$ cat config.mk
export PLATFORM = sky130hd
export DESIGN_NAME = pssc_top
export DESIGN_NICKNAME = d
export VERILOG_FILES = /design/src/rtl/pssc_pkg.sv /design/src/rtl/pssc_top.sv
export SDC_FILE = /design/constraint.sdc
export NUM_CORES = 1
export LEC_CHECK = 0
export BUFFER_PORTS_ARGS = -buffer_cell sky130_fd_sc_hd__buf_4
export CAP_MARGIN = 15
export CORE_MARGIN = 8
export CORE_UTILIZATION = 55
export CTS_CLUSTER_DIAMETER = 100
export CTS_CLUSTER_SIZE = 8
export DETAILED_ROUTE_END_ITERATION = 8
export PLACE_DENSITY = 0.81
export SETUP_SLACK_MARGIN = 0.4
export SLEW_MARGIN = 20
export SYNTH_ARGS = -nofsm -noshare
export SYNTH_HDL_FRONTEND = slang
export SYNTH_SLANG_ARGS = --single-unit
$ cat constraint.sdc
create_clock -name clk -period 12.5 [get_ports clk]
set_input_delay 1.25 -clock clk [delete_from_list [all_inputs] [get_ports clk]]
set_output_delay 1.25 -clock clk [all_outputs]
set_load 0.01 [all_outputs]
$ cat src/rtl/pssc_pkg.sv
// package of constants and types for the power state supply configuration block
package pssc_pkg;

	// register byte offsets
	localparam logic [7:0] PSSC_AWAKE_OFS   = 8'h18;
	localparam logic [7:0] PSSC_SLEEP1_OFS  = 8'h1C;
	localparam logic [7:0] PSSC_SLEEP2_OFS  = 8'h20;
	localparam logic [7:0] PSSC_STATUS_OFS  = 8'h24;
	localparam logic [7:0] PSSC_CONTROL_OFS = 8'h40;

	// field positions
	localparam int PSSC_DWELL_LSB   = 16;
	localparam int PSSC_DWELL_MSB   = 20;
	localparam int PSSC_TILE_OFF    = 14;
	localparam int PSSC_ANA_MODE    = 9;
	localparam int PSSC_CORE_MODE   = 8;
	localparam int PSSC_IO_EN       = 5;
	localparam int PSSC_PLL_EN      = 4;
	localparam int PSSC_ANA_EN      = 1;
	localparam int PSSC_CORE_EN     = 0;
	localparam int PSSC_STATE_LSB   = 16;
	localparam int PSSC_SLEEP_GO    = 0;

	// writable bit masks; bit 1 and reserved bits stay out
	localparam logic [31:0] PSSC_AWAKE_WMASK = 32'h0000_4331;
	localparam logic [31:0] PSSC_SLEEP_WMASK = 32'h001F_4331;

	// reset values
	localparam logic [31:0] PSSC_AWAKE_RST  = 32'h0000_0033;
	localparam logic [31:0] PSSC_SLEEP1_RST = 32'h0010_0022;
	localparam logic [31:0] PSSC_SLEEP2_RST = 32'h0010_0002;
	// fixed supply settings of the states that have no configuration register
	localparam logic [31:0] PSSC_ASLEEP_CFG = 32'h0000_4002;
	localparam logic [31:0] PSSC_WAKE1_CFG  = 32'h0000_4022;
	localparam logic [31:0] PSSC_WAKE2_CFG  = 32'h0000_4033;

	// axi response codes
	localparam logic [1:0] PSSC_RESP_OKAY   = 2'h0;
	localparam logic [1:0] PSSC_RESP_SLVERR = 2'h2;

	// state codes reported in status
	localparam logic [2:0] PSSC_CODE_RESET  = 3'h0;
	localparam logic [2:0] PSSC_CODE_ASLEEP = 3'h1;
	localparam logic [2:0] PSSC_CODE_WAKE1  = 3'h2;
	localparam logic [2:0] PSSC_CODE_WAKE2  = 3'h3;
	localparam logic [2:0] PSSC_CODE_WAIT   = 3'h4;
	localparam logic [2:0] PSSC_CODE_AWAKE  = 3'h5;
	localparam logic [2:0] PSSC_CODE_SLEEP1 = 3'h6;
	localparam logic [2:0] PSSC_CODE_SLEEP2 = 3'h7;

	// sequencer states, one-hot
	typedef enum logic [7:0] {
		PSSC_ST_RESET  = 8'h01,
		PSSC_ST_ASLEEP = 8'h02,
		PSSC_ST_WAKE1  = 8'h04,
		PSSC_ST_WAKE2  = 8'h08,
		PSSC_ST_WAIT   = 8'h10,
		PSSC_ST_AWAKE  = 8'h20,
		PSSC_ST_SLEEP1 = 8'h40,
		PSSC_ST_SLEEP2 = 8'h80
	} pssc_state_e;

	// supply controls driven to the regulators
	typedef struct packed {
		logic tile_clk_off;
		logic analogue_pfm;
		logic core_pfm;
		logic io_supply_output_en;
		logic pll_supply_regulator_en;
		logic analogue_converter_en;
		logic core_converter_en;
	} pssc_supply_s;

endpackage : pssc_pkg

$ cat src/rtl/pssc_top.sv
// power state sequencer with supply configuration registers for the awake and both sleep states on axi4-lite
`timescale 1ns/1ps
`default_nettype none
module pssc_top
	import pssc_pkg::*;
#(
	parameter logic [4:0] DWELL_RESET = 5'h10 // dwell log2 after reset; lower it to shorten simulation
)
(
	input  wire logic         clk,           // 125 MHz controller clock
	input  wire logic         rst_b,         // asynchronous reset, active low
	input  wire logic [7:0]   s_axi_awaddr,  // write address
	input  wire logic         s_axi_awvalid, // write address valid
	output logic              s_axi_awready, // write address ready
	input  wire logic [31:0]  s_axi_wdata,   // write data
	input  wire logic [3:0]   s_axi_wstrb,   // write byte strobes
	input  wire logic         s_axi_wvalid,  // write data valid
	output logic              s_axi_wready,  // write data ready
	output logic [1:0]        s_axi_bresp,   // write response
	output logic              s_axi_bvalid,  // write response valid
	input  wire logic         s_axi_bready,  // write response ready
	input  wire logic [7:0]   s_axi_araddr,  // read address
	input  wire logic         s_axi_arvalid, // read address valid
	output logic              s_axi_arready, // read address ready
	output logic [31:0]       s_axi_rdata,   // read data
	output logic [1:0]        s_axi_rresp,   // read response
	output logic              s_axi_rvalid,  // read data valid
	input  wire logic         s_axi_rready,  // read data ready
	input  wire logic         wake_request,  // asynchronous wake pin, high wakes from asleep
	output pssc_supply_s      supply_ctrl,   // supply and clock controls, registered
	output logic [2:0]        state_code     // current sequencer state code, registered
);

	// configuration storage: entry 0 awake, 1 first sleep, 2 second sleep
	logic [31:0]  cfg_reg [3];
	logic [31:0]  cfg_wmask [3];
	logic [31:0]  cfg_rst [3];
	logic [7:0]   cfg_ofs [3];

	assign cfg_wmask[0] = PSSC_AWAKE_WMASK;
	assign cfg_wmask[1] = PSSC_SLEEP_WMASK;
	assign cfg_wmask[2] = PSSC_SLEEP_WMASK;
	assign cfg_ofs[0]   = PSSC_AWAKE_OFS;
	assign cfg_ofs[1]   = PSSC_SLEEP1_OFS;
	assign cfg_ofs[2]   = PSSC_SLEEP2_OFS;
	// dwell reset comes from the parameter so a bench can shorten the sleep
	assign cfg_rst[0]   = PSSC_AWAKE_RST;
	assign cfg_rst[1]   = {PSSC_SLEEP1_RST[31:21], DWELL_RESET, PSSC_SLEEP1_RST[15:0]};
	assign cfg_rst[2]   = {PSSC_SLEEP2_RST[31:21], DWELL_RESET, PSSC_SLEEP2_RST[15:0]};

	// axi write side
	logic         aw_held_reg;
	logic [7:0]   aw_addr_reg;
	logic         w_held_reg;
	logic [31:0]  w_data_reg;
	logic [3:0]   w_strb_reg;
	logic         wr_fire;
	logic [31:0]  strb_mask;
	logic         wr_hit;
	logic         sleep_go_reg;

	assign wr_fire   = aw_held_reg && w_held_reg && !s_axi_bvalid;
	assign strb_mask = {{8{w_strb_reg[3]}}, {8{w_strb_reg[2]}}, {8{w_strb_reg[1]}}, {8{w_strb_reg[0]}}};
	assign wr_hit    = (aw_addr_reg == PSSC_AWAKE_OFS) || (aw_addr_reg == PSSC_SLEEP1_OFS)
		|| (aw_addr_reg == PSSC_SLEEP2_OFS) || (aw_addr_reg == PSSC_STATUS_OFS)
		|| (aw_addr_reg == PSSC_CONTROL_OFS);

	// address and data are taken in either order and held until the write is done
	always_ff @(posedge clk or negedge rst_b)
	begin
		if (!rst_b)
		begin
			aw_held_reg   <= 1'b0;
			aw_addr_reg   <= 8'h00;
			w_held_reg    <= 1'b0;
			w_data_reg    <= 32'h0000_0000;
			w_strb_reg    <= 4'h0;
			s_axi_awready <= 1'b0;
			s_axi_wready  <= 1'b0;
		end
		else
		begin
			if (s_axi_awvalid && s_axi_awready)
			begin
				aw_held_reg <= 1'b1;
				aw_addr_reg <= {s_axi_awaddr[7:2], 2'h0};
			end
			else if (wr_fire)
				aw_held_reg <= 1'b0;
			if (s_axi_wvalid && s_axi_wready)
			begin
				w_held_reg <= 1'b1;
				w_data_reg <= s_axi_wdata;
				w_strb_reg <= s_axi_wstrb;
			end
			else if (wr_fire)
				w_held_reg <= 1'b0;
			// ready drops after a take and stays low while a response waits, so one write at a time is held
			s_axi_awready <= !aw_held_reg && !(s_axi_awvalid && s_axi_awready) && !wr_fire && !s_axi_bvalid;
			s_axi_wready  <= !w_held_reg && !(s_axi_wvalid && s_axi_wready) && !wr_fire && !s_axi_bvalid;
		end
	end

	// write response, one cycle after both halves are held
	always_ff @(posedge clk or negedge rst_b)
	begin
		if (!rst_b)
		begin
			s_axi_bvalid <= 1'b0;
			s_axi_bresp  <= PSSC_RESP_OKAY;
		end
		else if (wr_fire)
		begin
			s_axi_bvalid <= 1'b1;
			s_axi_bresp  <= wr_hit ? PSSC_RESP_OKAY : PSSC_RESP_SLVERR;
		end
		else if (s_axi_bready)
			s_axi_bvalid <= 1'b0;
	end

	// set one cycle after release; the registers below load their dwell reset from it
	logic init_done_reg;

	// configuration registers, one per entry
	for (genvar gi = 0; gi < 3; gi++)
	begin : g_cfg
		logic [31:0] m;
		assign m = strb_mask & cfg_wmask[gi];
		always_ff @(posedge clk or negedge rst_b)
		begin
			if (!rst_b)
				cfg_reg[gi] <= (gi == 0) ? PSSC_AWAKE_RST : ((gi == 1) ? PSSC_SLEEP1_RST : PSSC_SLEEP2_RST);
			else if (!init_done_reg)
				cfg_reg[gi] <= cfg_rst[gi];
			else if (wr_fire && aw_addr_reg == cfg_ofs[gi])
				cfg_reg[gi] <= (cfg_reg[gi] & ~m) | (w_data_reg & m);
		end
	end

	// the dwell parameter is loaded once after release, never under the reset itself
	always_ff @(posedge clk or negedge rst_b)
	begin
		if (!rst_b)
			init_done_reg <= 1'b0;
		else
			init_done_reg <= 1'b1;
	end

	// software sleep request, a one-cycle pulse from a control write
	always_ff @(posedge clk or negedge rst_b)
	begin
		if (!rst_b)
			sleep_go_reg <= 1'b0;
		else
			sleep_go_reg <= wr_fire && aw_addr_reg == PSSC_CONTROL_OFS
				&& w_strb_reg[0] && w_data_reg[PSSC_SLEEP_GO];
	end

	// wake pin: three flops, level accepted when the last two agree
	logic [2:0] wake_sync_reg;
	logic       wake_level_reg;
	always_ff @(posedge clk or negedge rst_b)
	begin
		if (!rst_b)
		begin
			wake_sync_reg  <= 3'h0;
			wake_level_reg <= 1'b0;
		end
		else
		begin
			wake_sync_reg <= {wake_sync_reg[1:0], wake_request};
			if (wake_sync_reg[1] == wake_sync_reg[2])
				wake_level_reg <= wake_sync_reg[2];
		end
	end

	// sequencer
	pssc_state_e  state_reg;
	pssc_state_e  state_next;
	logic [31:0]  dwell_cnt_reg;
	logic [31:0]  dwell_last;
	logic         dwell_done;
	logic [31:0]  cfg_next;

	// last count of the stay: two to the power of the field, minus one
	always_comb
	begin
		dwell_last = 32'h0000_0000;
		if (state_reg == PSSC_ST_SLEEP1)
			dwell_last = (32'h0000_0001 << cfg_reg[1][PSSC_DWELL_MSB:PSSC_DWELL_LSB]) - 32'h0000_0001;
		else if (state_reg == PSSC_ST_SLEEP2)
			dwell_last = (32'h0000_0001 << cfg_reg[2][PSSC_DWELL_MSB:PSSC_DWELL_LSB]) - 32'h0000_0001;
	end
	assign dwell_done = (dwell_cnt_reg >= dwell_last);

	// next state; wait and waking states last one cycle here
	always_comb
	begin
		state_next = state_reg;
		unique case (state_reg)
			PSSC_ST_RESET:  state_next = init_done_reg ? PSSC_ST_WAIT : PSSC_ST_RESET;
			PSSC_ST_ASLEEP: state_next = wake_level_reg ? PSSC_ST_WAKE1 : PSSC_ST_ASLEEP;
			PSSC_ST_WAKE1:  state_next = PSSC_ST_WAKE2;
			PSSC_ST_WAKE2:  state_next = PSSC_ST_WAIT;
			PSSC_ST_WAIT:   state_next = PSSC_ST_AWAKE;
			PSSC_ST_AWAKE:  state_next = sleep_go_reg ? PSSC_ST_SLEEP1 : PSSC_ST_AWAKE;
			PSSC_ST_SLEEP1: state_next = dwell_done ? PSSC_ST_SLEEP2 : PSSC_ST_SLEEP1;
			PSSC_ST_SLEEP2: state_next = dwell_done ? PSSC_ST_ASLEEP : PSSC_ST_SLEEP2;
			default:        state_next = PSSC_ST_RESET;
		endcase
	end

	// state and dwell counter; the counter restarts on every state change
	always_ff @(posedge clk or negedge rst_b)
	begin
		if (!rst_b)
		begin
			state_reg     <= PSSC_ST_RESET;
			dwell_cnt_reg <= 32'h0000_0000;
		end
		else
		begin
			state_reg     <= state_next;
			dwell_cnt_reg <= (state_next != state_reg) ? 32'h0000_0000 : dwell_cnt_reg + 32'h0000_0001;
		end
	end

	// settings of the state about to be entered; the reset state keeps everything off
	always_comb
	begin
		cfg_next = 32'h0000_0000;
		unique case (state_next)
			PSSC_ST_RESET:  cfg_next = 32'h0000_0000;
			PSSC_ST_ASLEEP: cfg_next = PSSC_ASLEEP_CFG;
			PSSC_ST_WAKE1:  cfg_next = PSSC_WAKE1_CFG;
			PSSC_ST_WAKE2:  cfg_next = PSSC_WAKE2_CFG;
			PSSC_ST_WAIT:   cfg_next = PSSC_WAKE2_CFG;
			PSSC_ST_AWAKE:  cfg_next = cfg_reg[0];
			PSSC_ST_SLEEP1: cfg_next = cfg_reg[1];
			PSSC_ST_SLEEP2: cfg_next = cfg_reg[2];
			default:        cfg_next = 32'h0000_0000;
		endcase
	end

	// outputs follow the register live, so software changes land without a state change
	always_ff @(posedge clk or negedge rst_b)
	begin
		if (!rst_b)
			supply_ctrl <= '0;
		else
		begin
			supply_ctrl.tile_clk_off            <= cfg_next[PSSC_TILE_OFF];
			supply_ctrl.analogue_pfm            <= cfg_next[PSSC_ANA_MODE];
			supply_ctrl.core_pfm                <= cfg_next[PSSC_CORE_MODE];
			supply_ctrl.io_supply_output_en     <= cfg_next[PSSC_IO_EN];
			supply_ctrl.pll_supply_regulator_en <= cfg_next[PSSC_PLL_EN];
			supply_ctrl.analogue_converter_en   <= cfg_next[PSSC_ANA_EN];
			supply_ctrl.core_converter_en       <= cfg_next[PSSC_CORE_EN];
		end
	end

	// three-bit state code
	logic [2:0] code_next;
	always_comb
	begin
		code_next = PSSC_CODE_RESET;
		unique case (state_next)
			PSSC_ST_RESET:  code_next = PSSC_CODE_RESET;
			PSSC_ST_ASLEEP: code_next = PSSC_CODE_ASLEEP;
			PSSC_ST_WAKE1:  code_next = PSSC_CODE_WAKE1;
			PSSC_ST_WAKE2:  code_next = PSSC_CODE_WAKE2;
			PSSC_ST_WAIT:   code_next = PSSC_CODE_WAIT;
			PSSC_ST_AWAKE:  code_next = PSSC_CODE_AWAKE;
			PSSC_ST_SLEEP1: code_next = PSSC_CODE_SLEEP1;
			PSSC_ST_SLEEP2: code_next = PSSC_CODE_SLEEP2;
			default:        code_next = PSSC_CODE_RESET;
		endcase
	end
	always_ff @(posedge clk or negedge rst_b)
	begin
		if (!rst_b)
			state_code <= PSSC_CODE_RESET;
		else
			state_code <= code_next;
	end

	// read side; a new address is taken only once the previous answer has left
	logic [31:0] rd_word;
	logic        rd_hit;
	always_comb
	begin
		rd_word = 32'h0000_0000;
		rd_hit  = 1'b1;
		unique case ({s_axi_araddr[7:2], 2'h0})
			PSSC_AWAKE_OFS:   rd_word = cfg_reg[0];
			PSSC_SLEEP1_OFS:  rd_word = cfg_reg[1];
			PSSC_SLEEP2_OFS:  rd_word = cfg_reg[2];
			PSSC_STATUS_OFS:  rd_word = {13'h0000, state_code, 1'b0, supply_ctrl.tile_clk_off, 4'h0,
				supply_ctrl.analogue_pfm, supply_ctrl.core_pfm, 2'h0, supply_ctrl.io_supply_output_en,
				supply_ctrl.pll_supply_regulator_en, 2'h0, supply_ctrl.analogue_converter_en,
				supply_ctrl.core_converter_en};
			PSSC_CONTROL_OFS: rd_word = 32'h0000_0000;
			default:          rd_hit  = 1'b0;
		endcase
	end

	always_ff @(posedge clk or negedge rst_b)
	begin
		if (!rst_b)
		begin
			s_axi_arready <= 1'b0;
			s_axi_rvalid  <= 1'b0;
			s_axi_rdata   <= 32'h0000_0000;
			s_axi_rresp   <= PSSC_RESP_OKAY;
		end
		else
		begin
			if (s_axi_arvalid && s_axi_arready)
			begin
				s_axi_rvalid <= 1'b1;
				s_axi_rdata  <= rd_word;
				s_axi_rresp  <= rd_hit ? PSSC_RESP_OKAY : PSSC_RESP_SLVERR;
			end
			else if (s_axi_rready)
				s_axi_rvalid <= 1'b0;
			s_axi_arready <= !s_axi_rvalid && !(s_axi_arvalid && s_axi_arready);
		end
	end

endmodule : pssc_top
`default_nettype wire

==> impl_metrics.env <==
export IMPL_io_pins=111
export IMPL_area_growth_pct=13.23
export IMPL_postSynthAreaPerCell_um2=9.182
export IMPL_drtAntennaViolNets=0
export IMPL_clk_path_buf_depth=2
export IMPL_hold_violations=0
export IMPL_status="complete, no violations"
export IMPL_yosysUniqueCellTypes=68
export IMPL_port_buffer_count=82
export IMPL_cp_required_ns=12.78
export IMPL_stdcell_area_um2=9274
export IMPL_cp_start_kind="flop"
export IMPL_synth_warnings=0
export IMPL_tritoncts_num_buffers=17
export IMPL_die_h_um=138.0
export IMPL_htreeDepth=4
export IMPL_critPathArrivalTime_ns=6.16
export IMPL_drive_gt1_share_pct=21.33
export IMPL_cp_max_fo=32
export IMPL_max_freq_mhz=170.0
export IMPL_cts_resized=0
export IMPL_ir_drop_mv=0.1126
export IMPL_rsz0062_at_grt="no"
export IMPL_synth_edf_count=0
export IMPL_cts_tree="done"
export IMPL_nNetsFinal=1015
export IMPL_postSynthCellCount=892
export IMPL_worst_skew_pair_late_latency_ns=0.43
export IMPL_max_slew_margin_pct=33.28
export IMPL_fin_skew_ns=0.01232
export IMPL_viasPerCell=6.205
export IMPL_initial_core_util_pct=56.35
export IMPL_whs_ns=0.3473
export IMPL_antenna_found_initial=0
export IMPL_synth_cell_area_um2=8190
export IMPL_setup_violations=0
export IMPL_first_pass_iters=5
export IMPL_finalPower_mw=1.347
export IMPL_p_leak_nw=3.992
export IMPL_grt_overflow=0
export IMPL_cts_sinks=129
export IMPL_hpwl_mm=14.67
export IMPL_dieArea_um2=19050
export IMPL_yosysSeqAreaShare_pct=39.57
export IMPL_place_gp_congestion=0.9435
export IMPL_ys_flop_type="dfrtp_1"
export IMPL_grt_max_degree=79
export IMPL_totalWireLength_mm=20.66
export IMPL_setup_tns_ns=0
export IMPL_pre_cts_ws_ns=6.706
export IMPL_setup_ws_ns=6.616
export IMPL_crit_reg2reg_capture="dwell_cnt_reg[31]"
export IMPL_worst_slew_pin_slew_ns=1.001
export IMPL_first_global_vias=6761
export IMPL_largest_reg_flops=32
export IMPL_cts_hold_buf=0
export IMPL_regToRegSetupSlack_ns=6.62
export IMPL_min_from="wake_sync_reg[0]"
export IMPL_hold_end="wake_sync_reg[1]"
export IMPL_dpl_cell_area_um2=8667
export IMPL_clk_pin_slew_ns=0.06
export IMPL_first_iter_violations=790
export IMPL_grt_pass1_wl_mm=34.64
export IMPL_cts_root_buffer="clkbuf_16"
export IMPL_end_kind="flop"
export IMPL_finalMaxSlewViolations=0
export IMPL_async_flop_share_pct=100.0
export IMPL_period_share_pct=47.07
export IMPL_period_minus_slack_ns=5.884
export IMPL_via_count=6931
export IMPL_track_usage_pct=21.55
export IMPL_hold_depth=0
export IMPL_synth_seq_cells=129
export IMPL_path_class="flop to flop"
export IMPL_cap_violations=0
export IMPL_rows=44
export IMPL_drc=0
export IMPL_timing_rr_start="cfg_reg[51]"
export IMPL_diodes=0
export IMPL_hold_class="flop to flop"
export IMPL_wl_per_cell_um=18.50
export IMPL_powerDensity_nw_per_um2=145.2
export IMPL_post_cts_buffers=0
export IMPL_ff2ff_path_depth=16
export IMPL_coreArea_um2=14530
export IMPL_die_w_um=138.0
layer usage:
layer | GRT usage (%) | vias to the layer above | part of all wire (%)
met4 | 8.352 | 0 | 2.2
met2 | 35.70 | 248 | 50
met3 | 4.726 | 38 | 5.6
li1 | - | 3303 | -
met1 | 26.84 | 3342 | 43
met5 | 0 | - | 0
Yosys cell counts, types with 4 or more instances:
library cell,number,share of area (%)
or3_1,7,0.53
a21o_1,5,0.46
xor2_1,19,2.0
o22ai_1,11,0.84
and3_1,13,0.99
nand3_1,55,3.4
mux2_2,23,3.2
xnor2_1,17,1.8
a22oi_1,23,2.1
buf_6,4,0.55
dfrtp_1,119,36
a21oi_1,46,2.8
nor4_1,8,0.61
a21boi_0,23,2.1
buf_2,7,0.43
buf_4,22,2.0
nor4b_1,4,0.43
nand4_1,10,0.76
nor3_1,17,1.0
and2_1,12,0.92
ha_1,35,5.3
a221o_1,4,0.49
nand2b_1,9,0.69
o211ai_1,4,0.37
a31oi_1,9,0.69
nor4_2,31,4.7
nand2_1,100,4.6
a22o_1,8,0.86
o21ai_0,44,2.7
clkbuf_1,47,2.2
or4_1,5,0.46
inv_1,18,0.82
or2_2,5,0.38
o21a_1,6,0.55
nor2_1,54,2.5
dfstp_2,10,3.2
a221oi_1,8,0.86
worst max path at each step:
stage                 from                end  slack [ns]  cells past startpoint
2_1_floorplan  cfg_reg[19]      state_code[0]        8.09                     18
3_3_place_gp   cfg_reg[51]  dwell_cnt_reg[31]        6.73                     16
3_5_place_dp   cfg_reg[51]  dwell_cnt_reg[31]        6.71                     16
4_1_cts        cfg_reg[51]  dwell_cnt_reg[31]        6.68                     16
5_1_grt        cfg_reg[51]  dwell_cnt_reg[31]        6.23                     16
6_report       cfg_reg[51]  dwell_cnt_reg[31]        6.62                     16
logic make-up (layout without fill, tap and decap cells):
group / count (synthesis) / count (layout) / share of synthesized area (%)
XOR/XNOR: 36 / 36 / 3.850
multiplexers: 26 / 26 / 3.529
buffers and inverters: 100 / 139 / 6.065
AND/OR/NAND/NOR: 346 / 346 / 23.63
flip-flops: 129 / 129 / 39.57
other: 2 / 4 / 0.09169
adder cells (fa/ha/maj): 36 / 36 / 5.469
AO/OA/AOI/OAI: 217 / 217 / 17.80
layout make-up:
| cell class | instances | area, um2 |
|---|---|---|
| fill | 1206 | 5260 |
| multi-input combinational | 665 | 4468 |
| sequential | 129 | 3241 |
| timing repair buffer | 89 | 680.7 |
| clock buffer | 17 | 425.4 |
| tap | 184 | 230.2 |
| clock inverter | 15 | 161.4 |
| inverter | 18 | 67.56 |
layout by cell type, fill, tap and decap left out, types with 5 or more instances in the layout:
master / Yosys / final
dfrtp_1: 119 / 119
nand2_1: 100 / 100
buf_4: 22 / 88
nand3_1: 55 / 55
nor2_1: 54 / 54
a21oi_1: 46 / 46
o21ai_0: 44 / 44
ha_1: 35 / 35
nor4_2: 31 / 31
a22oi_1: 23 / 23
a21boi_0: 23 / 23
mux2_2: 23 / 23
xor2_1: 19 / 19
inv_1: 18 / 18
nor3_1: 17 / 17
xnor2_1: 17 / 17
clkbuf_16: 0 / 17
and3_1: 13 / 13
and2_1: 12 / 12
o22ai_1: 11 / 11
nand4_1: 10 / 10
dfstp_2: 10 / 10
a31oi_1: 9 / 9
nand2b_1: 9 / 9
a22o_1: 8 / 8
nor4_1: 8 / 8
a221oi_1: 8 / 8
or3_1: 7 / 7
inv_8: 0 / 7
o21a_1: 6 / 6
or2_2: 5 / 5
a21o_1: 5 / 5
or4_1: 5 / 5
power breakdown:
group	internal, mW	total, mW	switching [mW]
Sequential	0.482	0.561	0.0789
Clock	0.268	0.488	0.220
Combinational	0.130	0.297	0.167
through the flow:
stage / util [%] / instances
2_1_floorplan: - / 894
3_3_place_gp: 59.63 / 1084
3_5_place_dp: 59.63 / 1084
4_1_cts: 63.67 / 1116
5_1_grt: 63.81 / 1117
6_report: 63.81 / 1117
critical path, stage by stage, from the launching register on:
cell	delay [ns]
dfrtp_1	0.71
or3_1	0.61
or3_1	0.40
ha_1	0.37
nor3_1	0.46
a31oi_1	0.14
o21ai_0	0.31
a22oi_1	0.19
ha_1	0.36
nand4_1	0.11
or4_1	0.50
o32a_1	0.31
a21oi_2	0.25
nor2_1	0.21
o22ai_4	0.18
buf_4	0.46
nor4_1	0.12
Power figures use the tool's default switching activity.
